### src/rtl/cmc_pkg.sv
// cmc_pkg: constants shared by the configuration memory crc monitor
// assumes a single 250 mhz clock domain
package cmc_pkg;
  localparam int          CRC_W        = 32;
  localparam logic [31:0] CRC_POLY     = 32'h04c11db7;
  localparam logic [31:0] CRC_INIT     = 32'hffffffff;
  localparam int          ADDR_W       = 8;
  localparam logic [7:0]  LAST_ADDR    = 8'hff;
  localparam int          MCLK_KHZ     = 250000;
  localparam int          CHK_MIN_KHZ  = 400;
  localparam int          CHK_MAX_KHZ  = 50000;
  // divider bounds in mclk cycles per checker tick
  localparam int          DIV_MIN      = (MCLK_KHZ + CHK_MAX_KHZ - 1)
                                         / CHK_MAX_KHZ;
  localparam int          DIV_MAX      = MCLK_KHZ / CHK_MIN_KHZ;
  localparam int          DIV_W        = 10;
  localparam logic [9:0]  DIV_RST      = 10'(DIV_MIN);
  typedef enum logic [1:0] {
    CMC_IDLE  = 2'b00,
    CMC_LOAD  = 2'b01,
    CMC_SCAN  = 2'b11,
    CMC_CMP   = 2'b10
  } cmc_state_t;
endpackage

### src/rtl/cmc_monitor.sv
// cmc_monitor: checks configuration memory against a crc taken at load
// assumes CFG_* words arrive during configuration and the cell array
// answers CELL_ADDR with CELL_DATA one cycle later
// Behaviour
// - 32-bit crc result and reference value
// - compute reference crc during configuration load
// - recompute over cells in user mode, compare
// - mismatch asserts the error output pin
// - repeat cell check pass after pass
// - checker clock from built-in divider
// - checker rate 400 khz to 50 mhz
// - option disables checking and the raising of new errors
`timescale 1ns/1ps
module cmc_monitor
  import cmc_pkg::*;
(
  input  wire logic                MCLK,
  input  wire logic                NRST,
  input  wire logic                CFG_START,
  input  wire logic                CFG_VALID,
  input  wire logic [31:0]         CFG_DATA,
  input  wire logic                CFG_DONE,
  input  wire logic                CHK_ENABLE,
  input  wire logic [DIV_W-1:0]    CHK_DIV,
  output logic      [ADDR_W-1:0]   CELL_ADDR,
  input  wire logic [31:0]         CELL_DATA,
  output logic                     USER_MODE,
  output logic                     CRC_FAULT,
  output logic      [CRC_W-1:0]    REF_CRC
);
  import cmc_pkg::*;

  cmc_state_t        state_q;
  logic [31:0]       ref_q;
  logic [31:0]       run_q;
  logic [31:0]       crc_step;
  logic [31:0]       crc_src;
  logic [31:0]       word_in;
  logic [ADDR_W-1:0] addr_q;
  logic [DIV_W-1:0]  div_cnt_q;
  logic [DIV_W-1:0]  div_lim;
  logic              tick;
  logic              rd_pend_q;
  logic              last_q;
  logic              err_q;

  assign crc_src = (state_q == CMC_LOAD) ? ref_q : run_q;
  assign word_in = (state_q == CMC_LOAD) ? CFG_DATA : CELL_DATA;

  cmc_crc32 u_crc (
    .crc_in  (crc_src),
    .data    (word_in),
    .crc_out (crc_step)
  );

  // out-of-range settings are clamped so the rate stays in band
  always_comb
  begin
    if (CHK_DIV < DIV_W'(DIV_MIN))
      div_lim = DIV_W'(DIV_MIN);
    else if (CHK_DIV > DIV_W'(DIV_MAX))
      div_lim = DIV_W'(DIV_MAX);
    else
      div_lim = CHK_DIV;
  end

  always_ff @(posedge MCLK or negedge NRST)
  begin
    if (!NRST)
      div_cnt_q <= DIV_RST;
    else if (state_q != CMC_SCAN || div_cnt_q >= div_lim - 10'h001)
      div_cnt_q <= 10'h000;
    else
      div_cnt_q <= div_cnt_q + 10'h001;
  end

  assign tick = (state_q == CMC_SCAN) && CHK_ENABLE &&
                (div_cnt_q >= div_lim - 10'h001);

  // state sequencing
  always_ff @(posedge MCLK or negedge NRST)
  begin
    if (!NRST)
      state_q <= CMC_IDLE;
    else if (CFG_START)
      state_q <= CMC_LOAD;
    else
    begin
      unique case (state_q)
        CMC_IDLE:
          state_q <= CMC_IDLE;
        CMC_LOAD:
          if (CFG_DONE && !CFG_VALID)
            state_q <= CMC_SCAN;
        CMC_SCAN:
          if (rd_pend_q && last_q)
            state_q <= CMC_CMP;
        CMC_CMP:
          state_q <= CMC_SCAN;
      endcase
    end
  end

  // reference crc taken over the configuration stream
  always_ff @(posedge MCLK or negedge NRST)
  begin
    if (!NRST)
      ref_q <= CRC_INIT;
    else if (CFG_START)
      ref_q <= CRC_INIT;
    else if (state_q == CMC_LOAD && CFG_VALID)
      ref_q <= crc_step;
  end

  // cell scan: one address per divider tick, data seen a cycle later
  always_ff @(posedge MCLK or negedge NRST)
  begin
    if (!NRST)
    begin
      addr_q    <= 8'h00;
      rd_pend_q <= 1'b0;
      last_q    <= 1'b0;
    end
    else if (state_q != CMC_SCAN)
    begin
      addr_q    <= 8'h00;
      rd_pend_q <= 1'b0;
      last_q    <= 1'b0;
    end
    else
    begin
      rd_pend_q <= tick;
      if (tick)
      begin
        last_q <= (addr_q == LAST_ADDR);
        addr_q <= addr_q + 8'h01;
      end
    end
  end

  always_ff @(posedge MCLK or negedge NRST)
  begin
    if (!NRST)
      run_q <= CRC_INIT;
    else if (state_q != CMC_SCAN)
      run_q <= CRC_INIT;
    else if (rd_pend_q && !last_q)
      run_q <= crc_step;
    else if (rd_pend_q && last_q)
      run_q <= crc_step;
  end

  // sticky error; only reset or a new configuration clears it
  always_ff @(posedge MCLK or negedge NRST)
  begin
    if (!NRST)
      err_q <= 1'b0;
    else if (state_q == CMC_CMP && CHK_ENABLE && run_q != ref_q)
      err_q <= 1'b1;
    else if (CFG_START)
      err_q <= 1'b0;
  end

  assign CELL_ADDR = addr_q;
  assign USER_MODE = (state_q == CMC_SCAN) || (state_q == CMC_CMP);
  assign CRC_FAULT = err_q;
  assign REF_CRC   = ref_q;

  property p_fault_on_mismatch;
    @(posedge MCLK) disable iff (!NRST)
      (state_q == CMC_CMP && CHK_ENABLE && run_q != ref_q)
        |=> CRC_FAULT;
  endproperty
  a_fault_on_mismatch: assert property (p_fault_on_mismatch)
    else $error("mismatch did not raise fault");

  property p_fault_sticky;
    @(posedge MCLK) disable iff (!NRST)
      (CRC_FAULT && !CFG_START) |=> CRC_FAULT;
  endproperty
  a_fault_sticky: assert property (p_fault_sticky)
    else $error("fault dropped without reconfiguration");

  property p_no_rise_disabled;
    @(posedge MCLK) disable iff (!NRST)
      (!CHK_ENABLE && !CRC_FAULT) |=> !CRC_FAULT;
  endproperty
  a_no_rise_disabled: assert property (p_no_rise_disabled)
    else $error("fault raised while checking disabled");

  property p_no_tick_disabled;
    @(posedge MCLK) disable iff (!NRST)
      !CHK_ENABLE |-> !tick;
  endproperty
  a_no_tick_disabled: assert property (p_no_tick_disabled)
    else $error("cell read while checking disabled");

  property p_tick_spacing;
    @(posedge MCLK) disable iff (!NRST)
      tick |=> !tick [*4];
  endproperty
  a_tick_spacing: assert property (p_tick_spacing)
    else $error("checker rate above upper bound");

  property p_div_bound;
    @(posedge MCLK) disable iff (!NRST)
      div_cnt_q < 10'(DIV_MAX);
  endproperty
  a_div_bound: assert property (p_div_bound)
    else $error("divider count out of range");

  property p_pass_repeats;
    @(posedge MCLK) disable iff (!NRST)
      (state_q == CMC_CMP && !CFG_START) |=>
        (state_q == CMC_SCAN && run_q == CRC_INIT && CELL_ADDR == 8'h00);
  endproperty
  a_pass_repeats: assert property (p_pass_repeats)
    else $error("scan pass did not restart");

  property p_ref_frozen;
    @(posedge MCLK) disable iff (!NRST)
      (USER_MODE && !CFG_START) |=> $stable(REF_CRC);
  endproperty
  a_ref_frozen: assert property (p_ref_frozen)
    else $error("reference changed in user mode");

  property p_addr_advance;
    @(posedge MCLK) disable iff (!NRST)
      (tick && !CFG_START) |=> (CELL_ADDR == $past(CELL_ADDR) + 8'h01);
  endproperty
  a_addr_advance: assert property (p_addr_advance)
    else $error("cell address did not advance");
endmodule

### src/rtl/cmc_crc32.sv
// cmc_crc32: one-word combinational crc-32 step
// assumes the caller holds the running value in a register
`timescale 1ns/1ps
module cmc_crc32
  import cmc_pkg::*;
(
  input  wire logic [31:0] crc_in,
  input  wire logic [31:0] data,
  output logic      [31:0] crc_out
);
  always_comb
  begin
    logic [31:0] c;
    c = crc_in;
    for (int i = 31; i >= 0; i--)
    begin
      if (c[31] ^ data[i])
        c = {c[30:0], 1'b0} ^ CRC_POLY;
      else
        c = {c[30:0], 1'b0};
    end
    crc_out = c;
  end
endmodule

### config.mk
export PLATFORM = sky130hd
export DESIGN_NAME = cmc_monitor
export DESIGN_NICKNAME = d
export VERILOG_FILES = /design/src/rtl/cmc_pkg.sv /design/src/rtl/cmc_monitor.sv /design/src/rtl/cmc_crc32.sv
export SDC_FILE = /design/constraint.sdc
export NUM_CORES = 1
export LEC_CHECK = 0
export BUFFER_PORTS_ARGS = -buffer_cell sky130_fd_sc_hd__buf_2
export CORE_ASPECT_RATIO = 0.9
export CORE_MARGIN = 1
export CORE_UTILIZATION = 33
export CTS_BUF_LIST = sky130_fd_sc_hd__clkbuf_4 sky130_fd_sc_hd__clkbuf_8 sky130_fd_sc_hd__clkbuf_16
export DETAILED_ROUTE_END_ITERATION = 8
export GPL_TIMING_DRIVEN = 0
export PLACE_DENSITY = 0.55
export SYNTH_ARGS = -nofsm -noshare
export SYNTH_HDL_FRONTEND = slang
export SYNTH_HIERARCHICAL = 1
export SYNTH_SLANG_ARGS = --single-unit
export TNS_END_PERCENT = 5
### constraint.sdc
create_clock -name MCLK -period 6.6 [get_ports MCLK]
set_input_delay 0.33 -clock MCLK [delete_from_list [all_inputs] [get_ports MCLK]]
set_output_delay 0.33 -clock MCLK [all_outputs]
set_load 0.05 [all_outputs]
==> key figures, run 1 <==
Yosys
  – Cell area after synthesis: 8428 µm²
  – Yosys top cell by area: dfstp_2
  – Syn_area_per_cell: 11.03 µm²
  – Async S/R FF share, synth: 1.000
  – Nets in the synthesized netlist: 861
  – Top cell type's share of synthesized area: 0.2058
  – Most frequent cell after synthesis: xnor2_1
  – Top cells by count, synth: xnor2_1 (152), xor2_1 (83), dfstp_2 (66), mux2_2 (64), nand2_1 (50)
  – Synth unique cells: 50
  – Seq/Total Area, Yosys: 0.2681
  – Number of synthesized flops with an enable pin: 0
  – Synth Flop Type: dfstp_2
  – Synth Instances: 764
  – Yosys reg bits: 87
  – Main area contributors after synthesis: dfstp_2 (21%), xnor2_1 (16%), xor2_1 (8.6%)
  – Synth Warn #: 6

Global routing
  – All-Layer GR Usage: 0.1964
  – First-pass GRT wire length: 37810 µm
  – GRT Residual Overflow: 0
  – Vias in the first global route: 5988
  – Initial antenna violation count: 1
  – Largest net degree at the start of global routing: 67

Place
  – GPL Wtd Cong: 0.8689
  – Post-DP HPWL: 20050 µm
  – DP Cell Count: 1227
  – Port bufs: 120
  – Post-Place Setup Slack: -0.3023 ns

Timing
  – Clk_skew: 0.01351 ns
  – Max-slew violations: 0
  – Fin crit share: 0.9600
  – Worst hold margin: 0.1423 ns
  – Final hold vios: 0
  – Worst-Margin Slew: 0.8004 ns
  – Setup Viol. Count Final: 0
  – Post-layout min period: 6.336 ns
  – Fmax: 0.1578 GHz
  – Post-route setup slack: 0.2641 ns
  – Slew margin rel.: 0.4626
  – TNS Setup: 0 ns
  – RSZ-0062 raised after global routing: false

Worst setup path
  – Critical path startpoint: state_q[1]$_DFFE_PN0P_
  – Nature of the critical path startpoint: flip-flop
  – Endpoint class of the critical path: flip-flop
  – Arr. time, crit path: 6.60 ns
  – RR Startpoint: state_q[1]$_DFFE_PN0P_
  – Worst Reg2Reg Path Length in Cells: 16
  – Type of the worst setup path: flip-flop to flip-flop
  – R2r setup slk: 0.26 ns
  – RR Endpoint: REF_CRC[16]$_DFFE_PN1P_
  – CP max FO: 10
  – WP data required: 6.87 ns

CTS
  – CTS root buf: clkbuf_16
  – Clock buffer depth: 2
  – Clk sink count: 87
  – Hold_buf cts: 0
  – CTS Buf Count: 9
  – TritonCTS clock tree: built
  – Clock Latency Late Sink: 0.35 ns
  – Worst-path clk slew: 0.07 ns
  – H-tree depth: 3
  – Post-CTS setup buffers: 0

Die
  – Initial Utilization: 0.3355
  – Num rows: 55
  – Die Area: 26180 µm²
  – Die Y: 153.6 µm
  – Die X: 170.5 µm
  – Core ar.: 25120 µm²
  – # IOs: 122

Layout
  – Nets: 993
  – Fin cells: 1243
  – Diode count: 0
  – Area growth syn-to-layout: 17.31%
  – FILL cells: 2528
  – Ratio of cells with drive above 1 in the final layout: 0.3496

Drt
  – DRC Markers: 0
  – Final wirelength: 25170 µm
  – Final antenna-violating net count: 0
  – Via Count: 6143
  – DR WL/cell: 20.25 µm
  – DRT iter0 DRCs: 423
  – Vias/cell: 4.942
  – DR pass1 iterations: 5

Run status
  – Status: finished, final reports clean

Flow run
  – # Max-Cap Violations: 0

Hold path
  – Worst Hold Class: input port to asynchronous set/reset pin
-- stage by stage --
step	util	instance area [µm²]
3_3_place_gp	0.3765	9457
2_1_floorplan	-	8428
6_report	0.3936	9887
4_1_cts	0.3925	9859
5_1_grt	0.3936	9887
3_5_place_dp	0.3777	9487
-- worst max-delay path, cell delays in order (launching register included) --
cell and delay [ns]:
dfrtp_1 0.42, inv_1 0.09, ha_1 0.14, clkbuf_1 0.37, clkbuf_2 0.39, clkbuf_2 0.38, mux2_2 0.42, xnor2_1 0.56
xnor3_1 0.46, xnor3_1 0.55, xnor3_1 0.42, xnor3_1 0.43, xor2_1 0.42, xnor2_1 0.31, xnor3_1 0.46, and3_1 0.17
a211o_1 0.26
-- registers in the layout, summed over array words and instances, names as in the netlist --
name / flops
div_cnt_q: 10
REF_CRC: 32
state_q: 2
last_q: 1
rd_pend_q: 1
run_q: 32
CELL_ADDR: 8
CRC_FAULT: 1
-- cell type report --
cell class                      count  area [µm²]  share of cell area
Multi-Input combinational cell    638        6080              0.6149
Buffer                             30       122.6             0.01240
Sequential cell                    87        2260              0.2286
Timing Repair Buffer              121       630.6             0.06378
Inverter                            9       33.78            0.003417
Clock inverter                      5       80.08            0.008099
Clock buffer                       11       252.7             0.02556
Tap cell                          342       427.9             0.04328
-- worst max path at each step --
stage               cells past startpoint  slack [ns]                       to
detailed placement                     16       -0.30  REF_CRC[16]$_DFFE_PN1P_
floorplan                              16        1.20   REF_CRC[8]$_DFFE_PN1P_
finish                                 16        0.26  REF_CRC[16]$_DFFE_PN1P_
global route                           16        0.04  REF_CRC[13]$_DFFE_PN1P_
CTS                                    16        0.06  REF_CRC[13]$_DFFE_PN1P_
global placement                       16       -0.22  REF_CRC[16]$_DFFE_PN1P_
-- cell families after synthesis --
kind of cell | after synthesis | share of synthesized area
and+or+nand+nor | 158 | 0.09190
AOI/OAI and AO/OA | 69 | 0.06280
DFF | 87 | 0.2681
muxes | 96 | 0.1235
xor gates and xnor gates | 298 | 0.4103
buffers and inverters | 39 | 0.01811
adders and majority gates | 17 | 0.02524
-- routing by layer --
| metal | track usage | share of wire | vias to the layer above |
|---|---|---|---|
| met5 | 0 | 0 | - |
| met4 | 0.02231 | 0.0044 | 0 |
| met3 | 0.03140 | 0.050 | 9 |
| met2 | 0.2955 | 0.45 | 167 |
| met1 | 0.3008 | 0.50 | 3051 |
| li1 | - | - | 2916 |
-- cells in the final DEF, fill, tap and decap left out, types with 3 or more instances in the layout --
| cell | netlist | routed |
|---|---|---|
| xnor3_2 | 12 | 12 |
| xor2_2 | 4 | 4 |
| buf_1 | 5 | 5 |
| o21ai_0 | 10 | 10 |
| dfstp_2 | 66 | 66 |
| a211o_1 | 33 | 33 |
| clkbuf_1 | 22 | 19 |
| mux2_2 | 64 | 64 |
| xnor2_2 | 7 | 13 |
| nand3_1 | 17 | 17 |
| and3_1 | 35 | 35 |
| xnor3_1 | 30 | 30 |
| nor3_1 | 6 | 6 |
| xnor2_1 | 152 | 145 |
| clkbuf_2 | 0 | 3 |
| nand4_1 | 3 | 3 |
| and2_1 | 3 | 3 |
| clkbuf_16 | 0 | 9 |
| nand2_1 | 50 | 50 |
| xor2_1 | 83 | 83 |
| dfrtp_1 | 21 | 21 |
| inv_1 | 9 | 9 |
| or3_1 | 3 | 3 |
| mux2i_1 | 32 | 32 |
| nor2_1 | 25 | 25 |
| ha_1 | 17 | 17 |
| a21oi_1 | 11 | 11 |
| buf_2 | 2 | 121 |
| nor4_1 | 11 | 11 |
-- timing repair --
| item | in CTS | in global routing |
|---|---|---|
| gates resized for setup | 7 | 5 |
| hold endpoints to repair | 0 | 0 |
| endpoints found under the setup margin | 11 | 16 |
Power of run 1 is left out: the tool's default activity adds up to more than one toggle a clock period on the data nets, which glitch-free logic cannot reach.
==> inputs of run 2 (changes only) <==
- SETUP_SLACK_MARGIN: not set -> 0.5
==> key figures, run 2 (same netlist as run 1, synthesis figures left out) <==
Worst setup path
  – Nature of the critical path startpoint: flip-flop
  – Endpoint class of the critical path: flip-flop
  – WP data required: 6.87 ns
  – Arr. time, crit path: 6.24 ns
  – CP max FO: 10
  – Type of the worst setup path: flip-flop to flip-flop

Layout
  – Diode count: 0
  – Ratio of cells with drive above 1 in the final layout: 0.3585
  – Most common cell after layout, fill and taps aside: xnor2_1
  – Footprint of the multi-input gates: 6153 µm²
  – FILL cells: 2510
  – Most frequent cells in the layout: xnor2_1 (143), buf_2 (121), xor2_1 (80), dfstp_2 (66), mux2_2 (64)
  – Nets: 993
  – Area growth syn-to-layout: 18.23%
  – FF/Latch Area: 2260 µm²

Timing
  – Max-slew violations: 0
  – Clk_skew: 0.01264 ns
  – Setup Viol. Count Final: 0
  – Worst-Margin Slew: 0.7852 ns
  – RSZ-0062 raised after global routing: true
  – Worst hold margin: 0.1439 ns
  – Fin crit share: 0.9054
  – TNS Setup: 0 ns
  – Final hold vios: 0
  – Fmax: 0.1673 GHz
  – Slew margin rel.: 0.4766
  – Post-layout min period: 5.976 ns

CTS
  – Clk sink count: 87
  – Clock Latency Late Sink: 0.35 ns
  – CTS Buf Count: 9
  – Post-CTS setup buffers: 0
  – CTS root buf: clkbuf_16
  – TritonCTS clock tree: built
  – Worst-path clk slew: 0.07 ns
  – H-tree depth: 3
  – Clock buffer depth: 2

Drt
  – Final wirelength: 25190 µm
  – DR pass1 iterations: 5
  – Vias/cell: 4.936
  – Via Count: 6136
  – DRC Markers: 0
  – DRT iter0 DRCs: 444
  – Final antenna-violating net count: 0
  – DR WL/cell: 20.26 µm

Run status
  – Status: finished, final reports clean

Place
  – GPL Wtd Cong: 0.8689
  – Port bufs: 120
  – Post-DP HPWL: 20050 µm

Flow run
  – # Max-Cap Violations: 0

Die
  – Die X: 170.5 µm
  – # IOs: 122
  – Die Area: 26180 µm²
  – Core ar.: 25120 µm²
  – Initial Utilization: 0.3355
  – Die Y: 153.6 µm
  – Num rows: 55

Global routing
  – GRT Residual Overflow: 0
  – All-Layer GR Usage: 0.1966
  – Initial antenna violation count: 1
  – First-pass GRT wire length: 37850 µm
  – Vias in the first global route: 5987
  – Largest net degree at the start of global routing: 67

Hold path
  – Worst Hold Class: input port to asynchronous set/reset pin
-- run 2: cell counts in the layout (fill, tap and decap cells not counted) --
No cell type changed its count.
-- run 2: path summary, 6_finish.rpt --
kind | start | endpoint | slack, ns | depth (start not counted)
worst max-delay path | state_q[1]$_DFFE_PN0P_ | REF_CRC[8]$_DFFE_PN1P_ | 0.62 | 16
max in group asynchronous | NRST | run_q[31]$_DFFE_PN1P_ | 6.04 | 2
worst min-delay path | NRST | run_q[23]$_DFFE_PN1P_ | 0.14 | 1
worst max register to register | state_q[1]$_DFFE_PN0P_ | REF_CRC[8]$_DFFE_PN1P_ | 0.62 | 16
worst min register to register | last_q$_DFFE_PN0P_ | last_q$_DFFE_PN0P_ | 0.52 | 2
min in group MCLK | CHK_ENABLE | CRC_FAULT$_DFFE_PN0P_ | 0.34 | 3
-- run 2: layout make-up --
| type | instances | area share |
|---|---|---|
| plain buffers | 30 | 0.01268 |
| clock buffers | 11 | 0.02536 |
| clock inverters | 5 | 0.008036 |
| inverters | 9 | 0.003390 |
| multi-input cells | 638 | 0.6175 |
| flip-flops and latches | 87 | 0.2268 |
| well taps | 342 | 0.04294 |
| repair buffers | 121 | 0.06328 |
-- run 2: metal layers --
layer	vias up	wire length (µm)	track usage
met5	-	0	0
met4	0	192	0.02231
met3	13	1369	0.03140
met2	185	11160	0.2957
met1	3025	12460	0.3012
li1	2913	-	-
-- run 2: critical path, cell delays in order, from the launching register on --
cell and delay [ns]:
dfrtp_1 0.42, inv_1 0.09, ha_1 0.15, clkbuf_2 0.23, buf_2 0.33, clkbuf_2 0.37
mux2_2 0.40, xnor2_1 0.29, xnor3_2 0.62, xnor3_2 0.59, xnor3_2 0.53, xnor3_2 0.51
xnor3_2 0.47, xor3_2 0.30, xnor2_1 0.17, and3_1 0.17, a211o_1 0.26
-- run 2: stage by stage --
step / setup WS (ns) / util / cell area, µm² / std cells
3_3_place_gp: -0.2191 / 0.3765 / 9457 / 1226
6_report: 0.6242 / 0.3967 / 9965 / 1243
2_1_floorplan: 1.205 / - / 8428 / 764
3_5_place_dp: -0.3023 / 0.3777 / 9487 / 1227
5_1_grt: 0.4323 / 0.3967 / 9965 / 1243
4_1_cts: 0.4959 / 0.3940 / 9896 / 1243
-- run 2: timing repair --
item	4_1_cts	5_1_grt
endpoints found under the setup margin	57	15
hold buffers	0	0
pin swaps	0	2
endpoints found under the hold margin	0	0
gates resized for setup	13	11
Power of run 2 is left out for the same reason.
